===== src/design/odt_pkg.sv =====
// =====================================================================
// shared constants for the termination controller
package odt_pkg;

    // =================================================================
    // register byte offsets on the register bus
    localparam logic [7:0] ADDR_NOM_CFG  = 8'h00;  // nominal strength, additive latency
    localparam logic [7:0] ADDR_WR_CFG   = 8'h04;  // write strength, cas write latency
    localparam logic [7:0] ADDR_PD_CFG   = 8'h08;  // power-down dll keep, burst mode
    localparam logic [7:0] ADDR_STATUS   = 8'h0c;  // read-only live state

    // =================================================================
    // field positions
    localparam int NOM_CODE_LSB   = 0;   // 3 bits: nominal code {a9,a6,a2}
    localparam int NOM_AL_LSB     = 3;   // 5 bits: additive latency
    localparam int WR_CODE_LSB    = 0;   // 2 bits: write code {a10,a9}
    localparam int WR_CWL_LSB     = 2;   // 5 bits: cas write latency
    localparam int PD_KEEP_BIT    = 0;   // dll kept on in precharge power-down
    localparam int PD_BURST_LSB   = 1;   // 2 bits: burst mode
    localparam int ST_EN_BIT      = 0;
    localparam int ST_WR_BIT      = 1;
    localparam int ST_SYNC_BIT    = 2;
    localparam int ST_DYN_BIT     = 3;
    localparam int ST_PIN_BIT     = 4;
    localparam int ST_LAT_LSB     = 8;   // 5 bits: active latency

    // =================================================================
    // values after reset
    localparam logic [2:0] RST_NOM_CODE = 3'h0;
    localparam logic [4:0] RST_AL       = 5'h00;
    localparam logic [1:0] RST_WR_CODE  = 2'h0;
    localparam logic [4:0] RST_CWL      = 5'h05;
    localparam logic       RST_PD_KEEP  = 1'b0;
    localparam logic [1:0] RST_BURST    = 2'h0;

    // =================================================================
    // burst mode codes
    localparam logic [1:0] BURST_BL8 = 2'h0;  // fixed burst of eight
    localparam logic [1:0] BURST_OTF = 2'h1;  // chosen per write command
    localparam logic [1:0] BURST_BC4 = 2'h2;  // fixed burst chop four

    // =================================================================
    // latency figures, in link clock cycles
    localparam logic [5:0] LAT_TRIM        = 6'h02;  // latencies are write latency less two
    localparam logic [3:0] REVERT_CHOP     = 4'h4;   // extra cycles after chop-four write
    localparam logic [3:0] REVERT_FULL     = 4'h6;   // extra cycles after burst-eight write
    localparam int         HIST_DEPTH      = 32;     // history kept per sampled pin

endpackage


===== src/design/odt_cfg_if.sv =====
`timescale 1ns/1ns
// =====================================================================
// configuration out of and status into the register file
interface odt_cfg_if;
    logic [2:0] nom_code;
    logic [4:0] al;
    logic [1:0] wr_code;
    logic [4:0] cwl;
    logic       pd_keep;
    logic [1:0] burst;
    logic       st_en;
    logic       st_wr;
    logic       st_sync;
    logic       st_dyn;
    logic       st_pin;
    logic [4:0] st_lat;

    modport regs (
        output nom_code, al, wr_code, cwl, pd_keep, burst,
        input  st_en, st_wr, st_sync, st_dyn, st_pin, st_lat
    );
    modport core (
        input  nom_code, al, wr_code, cwl, pd_keep, burst,
        output st_en, st_wr, st_sync, st_dyn, st_pin, st_lat
    );
endinterface


===== src/design/odt_regs.sv =====
`timescale 1ns/1ns
// =====================================================================
// ahb-lite slave holding the mode bits; zero wait states, always okay
module odt_regs (
    // clock and reset
    input  wire logic        clk,
    input  wire logic        rst,
    // ahb-lite slave
    input  wire logic        hsel,
    input  wire logic [31:0] haddr,
    input  wire logic [1:0]  htrans,
    input  wire logic        hwrite,
    input  wire logic [2:0]  hsize,
    input  wire logic [31:0] hwdata,
    input  wire logic        hready,
    output logic             hreadyout,
    output logic             hresp,
    output logic [31:0]      hrdata,
    // configuration and status
    odt_cfg_if.regs          cfg
);

    logic        wr_pend_q;
    logic [7:0]  wr_addr_q;
    logic [31:0] rdata_q;
    logic [2:0]  nom_code_q;
    logic [4:0]  al_q;
    logic [1:0]  wr_code_q;
    logic [4:0]  cwl_q;
    logic        pd_keep_q;
    logic [1:0]  burst_q;
    logic        take;

    // read mux; unmapped offsets read as zero
    function automatic logic [31:0] read_word(input logic [7:0] a);
        logic [31:0] w;
        w = 32'h0000_0000;
        if (a == odt_pkg::ADDR_NOM_CFG) begin
            w[odt_pkg::NOM_CODE_LSB +: 3] = nom_code_q;
            w[odt_pkg::NOM_AL_LSB +: 5]   = al_q;
        end else if (a == odt_pkg::ADDR_WR_CFG) begin
            w[odt_pkg::WR_CODE_LSB +: 2] = wr_code_q;
            w[odt_pkg::WR_CWL_LSB +: 5]  = cwl_q;
        end else if (a == odt_pkg::ADDR_PD_CFG) begin
            w[odt_pkg::PD_KEEP_BIT]       = pd_keep_q;
            w[odt_pkg::PD_BURST_LSB +: 2] = burst_q;
        end else if (a == odt_pkg::ADDR_STATUS) begin
            w[odt_pkg::ST_EN_BIT]       = cfg.st_en;
            w[odt_pkg::ST_WR_BIT]       = cfg.st_wr;
            w[odt_pkg::ST_SYNC_BIT]     = cfg.st_sync;
            w[odt_pkg::ST_DYN_BIT]      = cfg.st_dyn;
            w[odt_pkg::ST_PIN_BIT]      = cfg.st_pin;
            w[odt_pkg::ST_LAT_LSB +: 5] = cfg.st_lat;
        end
        return w;
    endfunction

    assign take      = hsel & htrans[1] & hready;
    assign hreadyout = 1'b1;
    assign hresp     = 1'b0;
    assign hrdata    = rdata_q;

    // address phase: remember writes, fetch read data for the data phase
    always_ff @(posedge clk or posedge rst) begin
        if (rst) begin
            wr_pend_q <= 1'b0;
            wr_addr_q <= 8'h00;
            rdata_q   <= 32'h0000_0000;
        end else begin
            wr_pend_q <= take & hwrite & (hsize == 3'h2);  // whole words only
            wr_addr_q <= haddr[7:0];
            if (take & ~hwrite) begin
                rdata_q <= read_word(haddr[7:0]);
            end
        end
    end

    // data phase: store write data; status offset ignores writes
    always_ff @(posedge clk or posedge rst) begin
        if (rst) begin
            nom_code_q <= odt_pkg::RST_NOM_CODE;
            al_q       <= odt_pkg::RST_AL;
            wr_code_q  <= odt_pkg::RST_WR_CODE;
            cwl_q      <= odt_pkg::RST_CWL;
            pd_keep_q  <= odt_pkg::RST_PD_KEEP;
            burst_q    <= odt_pkg::RST_BURST;
        end else if (wr_pend_q) begin
            if (wr_addr_q == odt_pkg::ADDR_NOM_CFG) begin
                nom_code_q <= hwdata[odt_pkg::NOM_CODE_LSB +: 3];
                al_q       <= hwdata[odt_pkg::NOM_AL_LSB +: 5];
            end else if (wr_addr_q == odt_pkg::ADDR_WR_CFG) begin
                wr_code_q <= hwdata[odt_pkg::WR_CODE_LSB +: 2];
                cwl_q     <= hwdata[odt_pkg::WR_CWL_LSB +: 5];
            end else if (wr_addr_q == odt_pkg::ADDR_PD_CFG) begin
                pd_keep_q <= hwdata[odt_pkg::PD_KEEP_BIT];
                burst_q   <= hwdata[odt_pkg::PD_BURST_LSB +: 2];
            end
        end
    end

    assign cfg.nom_code = nom_code_q;
    assign cfg.al       = al_q;
    assign cfg.wr_code  = wr_code_q;
    assign cfg.cwl      = cwl_q;
    assign cfg.pd_keep  = pd_keep_q;
    assign cfg.burst    = burst_q;

endmodule


===== src/design/odt_ctrl_top.sv =====
// The address map and the AHB-Lite slave port were chosen for this implementation.
`timescale 1ns/1ns
// =====================================================================
module odt_ctrl_top (
    // system clock and reset
    input  wire logic        I_SYS_CLK,
    input  wire logic        I_SYS_RST,

    // ahb-lite register port
    input  wire logic        I_HSEL,
    input  wire logic [31:0] I_HADDR,
    input  wire logic [1:0]  I_HTRANS,
    input  wire logic        I_HWRITE,
    input  wire logic [2:0]  I_HSIZE,
    input  wire logic [31:0] I_HWDATA,
    input  wire logic        I_HREADY,
    output logic             O_HREADYOUT,
    output logic             O_HRESP,
    output logic [31:0]      O_HRDATA,

    // dram pins, asynchronous to the system clock
    input  wire logic        I_DDR_CK,
    input  wire logic        I_ODT,
    input  wire logic        I_WR_CMD,
    input  wire logic        I_BC4_OTF,

    // device state from the rest of the dram core
    input  wire logic        I_DLL_LOCKED,
    input  wire logic        I_PRECHARGE_PD,
    input  wire logic        I_SELF_REFRESH,
    input  wire logic        I_READ_DRIVE,

    // termination control
    output logic             O_RTT_EN,
    output logic             O_RTT_WR_SEL,
    output logic [2:0]       O_RTT_CODE
);

    // =================================================================
    // register file
    odt_cfg_if cfg_bus ();

    odt_regs u_regs (
        .clk       (I_SYS_CLK),
        .rst       (I_SYS_RST),
        .hsel      (I_HSEL),
        .haddr     (I_HADDR),
        .htrans    (I_HTRANS),
        .hwrite    (I_HWRITE),
        .hsize     (I_HSIZE),
        .hwdata    (I_HWDATA),
        .hready    (I_HREADY),
        .hreadyout (O_HREADYOUT),
        .hresp     (O_HRESP),
        .hrdata    (O_HRDATA),
        .cfg       (cfg_bus.regs)
    );

    // =================================================================
    // pin synchronisers
    logic [3:0] pin_s1_q;
    logic [3:0] pin_s2_q;

    // edge finder, pin copies
    logic       ck_prev_q;
    logic       ck_rise;
    logic       ck_fall;
    logic       ck_s;
    logic       odt_s;
    logic       wr_s;
    logic       bc4_s;

    // two stages for every pin; only the second stage is looked at
    always_ff @(posedge I_SYS_CLK or posedge I_SYS_RST) begin
        if (I_SYS_RST) begin
            pin_s1_q <= 4'h0;
            pin_s2_q <= 4'h0;
        end else begin
            pin_s1_q <= {I_BC4_OTF, I_WR_CMD, I_ODT, I_DDR_CK};
            pin_s2_q <= pin_s1_q;
        end
    end

    // settled pins
    assign ck_s  = pin_s2_q[0];
    assign odt_s = pin_s2_q[1];
    assign wr_s  = pin_s2_q[2];
    assign bc4_s = pin_s2_q[3];

    // link clock edge finder; all pins share the same delay, so sampling
    // them at the detected rise keeps their setup relation to the clock
    always_ff @(posedge I_SYS_CLK or posedge I_SYS_RST) begin
        if (I_SYS_RST) begin
            ck_prev_q <= 1'b0;
        end else begin
            ck_prev_q <= ck_s;
        end
    end

    // link edge strobes
    assign ck_rise = ck_s & ~ck_prev_q;
    assign ck_fall = ~ck_s & ck_prev_q;

    // =================================================================
    // mode decode
    logic [5:0] wl;
    logic [4:0] lat;

    // mode flags
    logic       sync_mode;
    logic       dyn_en;
    logic       honour;

    // write latency less two, clamped so a tiny setting never underflows
    assign wl  = {1'b0, cfg_bus.cwl} + {1'b0, cfg_bus.al};
    assign lat = (wl > odt_pkg::LAT_TRIM) ? 5'(wl - odt_pkg::LAT_TRIM) : 5'h00;

    // async-mode behaviour in frozen power-down is not modelled: outside
    // synchronous mode the termination is simply held off
    assign sync_mode = I_DLL_LOCKED & ~(I_PRECHARGE_PD & ~cfg_bus.pd_keep);
    assign dyn_en    = |cfg_bus.wr_code;

    // ignored in self refresh or with all codes zero
    assign honour    = ((|cfg_bus.nom_code) | dyn_en) & ~I_SELF_REFRESH & sync_mode;

    // =================================================================
    // per-cycle history of pin and write samples
    logic [odt_pkg::HIST_DEPTH-1:0] odt_hist_q;
    logic [odt_pkg::HIST_DEPTH-1:0] wr_hist_q;
    logic [odt_pkg::HIST_DEPTH-1:0] bc4_hist_q;

    logic [odt_pkg::HIST_DEPTH-1:0] odt_hist_d;
    logic [odt_pkg::HIST_DEPTH-1:0] wr_hist_d;
    logic [odt_pkg::HIST_DEPTH-1:0] bc4_hist_d;

    // pick the sample taken a given number of link edges ago
    function automatic logic tap(input logic [odt_pkg::HIST_DEPTH-1:0] h, input logic [4:0] n);
        return h[n];
    endfunction

    // shift in the newest sample
    assign odt_hist_d = {odt_hist_q[odt_pkg::HIST_DEPTH-2:0], odt_s};
    assign wr_hist_d  = {wr_hist_q[odt_pkg::HIST_DEPTH-2:0], wr_s};
    assign bc4_hist_d = {bc4_hist_q[odt_pkg::HIST_DEPTH-2:0], bc4_s};

    // a shift line rather than one counter, so pulses and writes closer
    // together than the latency are each delayed on their own,
    // at the cost of a 32-deep line per pin
    always_ff @(posedge I_SYS_CLK or posedge I_SYS_RST) begin
        if (I_SYS_RST) begin
            odt_hist_q <= '0;
            wr_hist_q  <= '0;
            bc4_hist_q <= '0;
        end else if (ck_rise) begin
            odt_hist_q <= odt_hist_d;
            wr_hist_q  <= wr_hist_d;
            bc4_hist_q <= bc4_hist_d;
        end
    end

    // =================================================================
    // on/off target at each link rise
    logic odt_tgt_q;
    logic odt_due;

    // pin value that has now served out its latency
    assign odt_due = tap(odt_hist_d, lat);

    // target for the next fall
    always_ff @(posedge I_SYS_CLK or posedge I_SYS_RST) begin
        if (I_SYS_RST) begin
            odt_tgt_q <= 1'b0;
        end else if (ck_rise) begin
            odt_tgt_q <= odt_due;
        end
    end

    // =================================================================
    // write strength window
    logic [3:0] revert_cnt_q;

    logic       wr_due;
    logic       wr_chop;
    logic       wr_active;

    // write past its latency
    assign wr_due = tap(wr_hist_d, lat);

    // burst length of the write that just reached its switch point
    always_comb begin
        case (cfg_bus.burst)
            odt_pkg::BURST_BC4: wr_chop = 1'b1;
            odt_pkg::BURST_OTF: wr_chop = tap(bc4_hist_d, lat);
            default:            wr_chop = 1'b0;
        endcase
    end

    // count link edges from the switch point to the return to nominal;
    // a newer write reloads, so nominal returns after the last one only
    always_ff @(posedge I_SYS_CLK or posedge I_SYS_RST) begin
        if (I_SYS_RST) begin
            revert_cnt_q <= 4'h0;
        end else if (~dyn_en) begin
            revert_cnt_q <= 4'h0;
        end else if (ck_rise) begin
            if (wr_due) begin
                revert_cnt_q <= wr_chop ? odt_pkg::REVERT_CHOP : odt_pkg::REVERT_FULL;
            end else if (revert_cnt_q != 4'h0) begin
                revert_cnt_q <= revert_cnt_q - 4'h1;
            end
        end
    end

    // while the count runs
    assign wr_active = revert_cnt_q != 4'h0;

    // =================================================================
    // termination outputs
    logic       rtt_on_q;
    logic       rtt_wr_q;
    logic [2:0] rtt_code_q;

    logic [2:0] code_sel;

    // turn-on acts at the rise, turn-off half a link clock later at the
    // fall; the change completes in one system cycle, well inside the
    // window.  gating by mode and read drive acts at once
    always_ff @(posedge I_SYS_CLK or posedge I_SYS_RST) begin
        if (I_SYS_RST) begin
            rtt_on_q <= 1'b0;
        end else if (~honour | I_READ_DRIVE) begin
            rtt_on_q <= 1'b0;
        end else if (ck_rise & odt_due) begin
            rtt_on_q <= 1'b1;
        end else if (ck_fall & ~odt_tgt_q) begin
            rtt_on_q <= 1'b0;
        end else if (odt_tgt_q & ~rtt_on_q) begin
            rtt_on_q <= 1'b1;  // drive released after a read
        end
    end

    // strength change lands on the fall after the switch point
    always_ff @(posedge I_SYS_CLK or posedge I_SYS_RST) begin
        if (I_SYS_RST) begin
            rtt_wr_q <= 1'b0;
        end else if (~dyn_en) begin
            rtt_wr_q <= 1'b0;
        end else if (ck_fall) begin
            rtt_wr_q <= wr_active;
        end
    end

    // write code is zero-extended to the width of the nominal code
    assign code_sel = rtt_wr_q ? {1'b0, cfg_bus.wr_code} : cfg_bus.nom_code;

    // code from a flip-flop
    always_ff @(posedge I_SYS_CLK or posedge I_SYS_RST) begin
        if (I_SYS_RST) begin
            rtt_code_q <= 3'h0;
        end else begin
            rtt_code_q <= code_sel;
        end
    end

    // pins from flip-flops
    assign O_RTT_EN     = rtt_on_q;
    assign O_RTT_WR_SEL = rtt_wr_q;
    assign O_RTT_CODE   = rtt_code_q;

    // =================================================================
    // status back to software
    assign cfg_bus.st_en   = rtt_on_q;
    assign cfg_bus.st_wr   = rtt_wr_q;

    // mode as decoded, and the settled odt pin
    assign cfg_bus.st_sync = sync_mode;
    assign cfg_bus.st_dyn  = dyn_en;
    assign cfg_bus.st_pin  = odt_s;
    assign cfg_bus.st_lat  = lat;

endmodule


===== config.mk =====
export PLATFORM = sky130hd
export DESIGN_NAME = odt_ctrl_top
export DESIGN_NICKNAME = d
export VERILOG_FILES = /design/src/design/odt_pkg.sv /design/src/design/odt_cfg_if.sv /design/src/design/odt_regs.sv /design/src/design/odt_ctrl_top.sv
export SDC_FILE = /design/constraint.sdc
export NUM_CORES = 1
export LEC_CHECK = 0
export BUFFER_PORTS_ARGS = -buffer_cell sky130_fd_sc_hd__buf_2
export CAP_MARGIN = 20
export CORE_MARGIN = 4
export CORE_UTILIZATION = 57
export CTS_CLUSTER_SIZE = 10
export DETAILED_ROUTE_END_ITERATION = 8
export GPL_TIMING_DRIVEN = 0
export PLACE_DENSITY = 0.8
export SLEW_MARGIN = 20
export SYNTH_ARGS = -nofsm -noshare
export SYNTH_HDL_FRONTEND = slang
export SYNTH_SLANG_ARGS = --single-unit

===== constraint.sdc =====
create_clock -name I_SYS_CLK -period 6.6 [get_ports I_SYS_CLK]
set_clock_uncertainty 0.1 [all_clocks]
set_input_delay 1.32 -clock I_SYS_CLK [delete_from_list [all_inputs] [get_ports I_SYS_CLK]]
set_output_delay 1.32 -clock I_SYS_CLK [all_outputs]
set_load 0.05 [all_outputs]

==> metrics <==
Setup Buffers After CTS 0; Final GP Congestion 0.860; startpoint types flop; initial antenna violation count 0; Sum Neg Setup Slack 0 ps; Clock transition at path regs approximately 60 ps; Die Y 122 um; Total Routing Usage GR 23.2%; layout cells sized above 1 20.5%; period utilization 67.3%; most frequent cells in the layout nand2_1 (297), dfrtp_1 (150), buf_2 (56); Layout Utilization 67.3%; outcome completed; Layout fillers approximately 1000; # H-tree levels 4; Placeable Area 12700 sq um; Worst Setup End Kind flop; share of synthesized flip-flops with an asynchronous set or reset 100%; clock latency at the later pin of the worst-skew pair 420 ps; CP max stage cell dfstp_2; CTS Buffer Depth 2; required time of the critical path 6800 ps; area delta synth->final 15.4%; Max Clock Freq ~230 MHz; Die Width between 100 and 150 um; post-route ant nets 0; CTS sink count 152; CP Buf/Inv Count 4; Post-synth EDFFs 0; critical path fanouts, max 10; Avg Cell Area, Syn 9.72 sq um; First DRT Iteration DRCs ~500; vias per cell around 5.4; vias in the first global route 5399; Final min period 4440 ps; Slew @ Worst Pin 738 ps; Synth Flop Type dfrtp_1; post_cts resized 0; I/O pin total around 120; slew margin rel. approximately half; Tot Pwr 0.00236 W; unrepaired setup endpoints after global routing no; hold buffer count at cts 0; fin. max-slew vios 0; area of the die 14900 sq um; global-route wire length before repair 26.6 mm; Setup CP Type reg -> reg; DR vias 5630; drt drc 0; antenna cells 0; Initial Util between 50% and 60%; Post-Route WL 16.2 mm; Cells after Synth 761; Syn. warnings 0; most frequent CP cell ha_1; Port Buffers 50; GRT Residual Overflow 0; largest net degree at the start of global routing 101; dpl hpwl 11.3 mm; pwr/cell area between 200 and 300 nW/um^2; Max-Cap Viols 0; delay-heaviest family, CP buffers and inverters; Cell Area, Placed around 8000 sq um; sequential cell area fraction in the yosys report 51.5%; CP arrival approximately 4600 ps; synth unique cells 69; CTS tree done; Cell Chain, Critical Path ha_1 -> inv_1 -> fa_1 -> xor2_2 -> ha_1 -> buf_4 -> clkbuf_1 -> buf_1 -> mux4_2 -> mux2_1 -> a211oi_2 -> o31ai_1; most common cell after layout, fill and taps aside nand2_1; Clock Tree Root clkbuf_16; WL/cell 15.7 um; max incr delay on CP 540 ps; Hold Path Class reg -> reg; synthesized area between 7000 and 8000 sq um; Final Hold Vio Count 0; Leakage ~4.4 nW; worst vdd ir 184 uV; DR pass1 iterations 5; Final Setup Violations 0; cts bufs inserted 17; Rows 41; #FFs+latches synth 152; Nets 942; design area between 8000 and 9000 sq um
==> power by group <==
part	switching, W	leakage (nW)	total [W]	internal, W
Combinational	0.000227	2.06	0.000369	0.000142
Sequential	0.0000651	2.01	0.00108	0.00101
Clock	0.000363	0.282	0.000916	0.000553
==> sequential cells by signal, indices dropped and copies added, names as in the netlist, 2 cells and up <==
| register | cells |
|---|---|
| O_RTT_CODE | 3 |
| bc4_hist_q | 31 |
| odt_hist_q | 31 |
| pin_s1_q | 4 |
| pin_s2_q | 4 |
| revert_cnt_q | 4 |
| u_regs.cfg.al | 5 |
| u_regs.cfg.burst | 2 |
| u_regs.cfg.cwl | 5 |
| u_regs.cfg.nom_code | 3 |
| u_regs.cfg.wr_code | 2 |
| u_regs.hrdata | 13 |
| u_regs.wr_addr_q | 8 |
| wr_hist_q | 31 |
==> path summary, 6_finish.rpt <==
check	startpoint	endpoint	slack [ps]	cells after the start
worst max-delay path	u_regs.cfg.cwl[0]$_DFFE_PP1P_	O_RTT_EN$_DFFE_PP0P_	2160	12
worst min register to register	pin_s1_q[0]$_DFF_PP0_	pin_s2_q[0]$_DFF_PP0_	240	0
worst min-delay path	pin_s1_q[0]$_DFF_PP0_	pin_s2_q[0]$_DFF_PP0_	240	0
min in group asynchronous	I_SYS_RST	pin_s2_q[0]$_DFF_PP0_	800	2
max in group asynchronous	I_SYS_RST	u_regs.cfg.cwl[2]$_DFFE_PP1P_	4790	3
worst max register to register	u_regs.cfg.cwl[0]$_DFFE_PP1P_	O_RTT_EN$_DFFE_PP0P_	2160	12
==> cells by family after synthesis <==
kind of cell,after synthesis,share of synthesized area (%)
buffers and inverters,84,5.84
muxes,55,11.1
adders and majority gates,10,1.79
xor gates and xnor gates,3,0.457
DFF,152,51.5
and+or+nand+nor,367,20.5
other,2,0.102
AOI/OAI and AO/OA,88,8.83
==> synthesized netlist by cell type (3+ instances only) <==
library cell | count | share of area (%)
o31ai_1 | 4 | 0.41
a22o_1 | 5 | 0.59
o21ai_0 | 21 | 1.4
clkbuf_1 | 24 | 1.2
a31oi_1 | 7 | 0.59
buf_4 | 23 | 2.3
buf_1 | 7 | 0.36
mux2_2 | 23 | 3.5
nor3_1 | 4 | 0.27
inv_1 | 21 | 1.1
nand2b_1 | 5 | 0.42
dfrtp_1 | 150 | 51
or4_1 | 4 | 0.41
ha_1 | 9 | 1.5
nand3_1 | 7 | 0.47
a211oi_1 | 6 | 0.61
buf_2 | 6 | 0.41
buf_6 | 3 | 0.46
mux2i_1 | 12 | 1.6
a21oi_1 | 10 | 0.68
nand2_1 | 297 | 15
or3_1 | 3 | 0.25
nor2_1 | 25 | 1.3
or2_2 | 4 | 0.34
o311ai_0 | 3 | 0.36
nor2b_1 | 4 | 0.34
o21bai_1 | 3 | 0.30
mux4_2 | 19 | 5.8
==> area by class of cell <==
class	instances	area, sq um	share of cell area (%)
inverters	21	86.3	1.01
clock inverters	9	72.6	0.850
repair buffers	51	278	3.26
clock buffers	23	488	5.72
flip-flops and latches	152	3810	44.6
plain buffers	63	353	4.13
well taps	172	215	2.52
multi-input cells	544	3230	37.9
==> per-layer routing <==
layer,vias up,global-route usage (%),wire length [um]
li1,2688,-,-
met1,2727,31.1,7130
met2,185,37.3,7730
met3,30,5.34,1050
met4,0,8.47,327
met5,-,0,0
==> through the flow <==
step | cells | hold slack (ps) | setup slack (ps)
after CTS | 1035 | 248 | 2200
after global routing | 1035 | 257 | 1920
after detailed placement | 1003 | 235 | 2220
after global placement | 1002 | 234 | -524
final | 1035 | 245 | 2160
after floorplan | 780 | 231 | 1090
==> worst register-to-register path, cell delays in order, from the launching register on <==
cell and delay (ps):
dfstp_2 540, ha_1 240, inv_1 80, fa_1 440, xor2_2 240, ha_1 300, buf_4 160, clkbuf_1 530
buf_1 530, mux4_2 410, mux2_1 360, a211oi_2 290, o31ai_1 110
(Power assumes the default switching activity.)
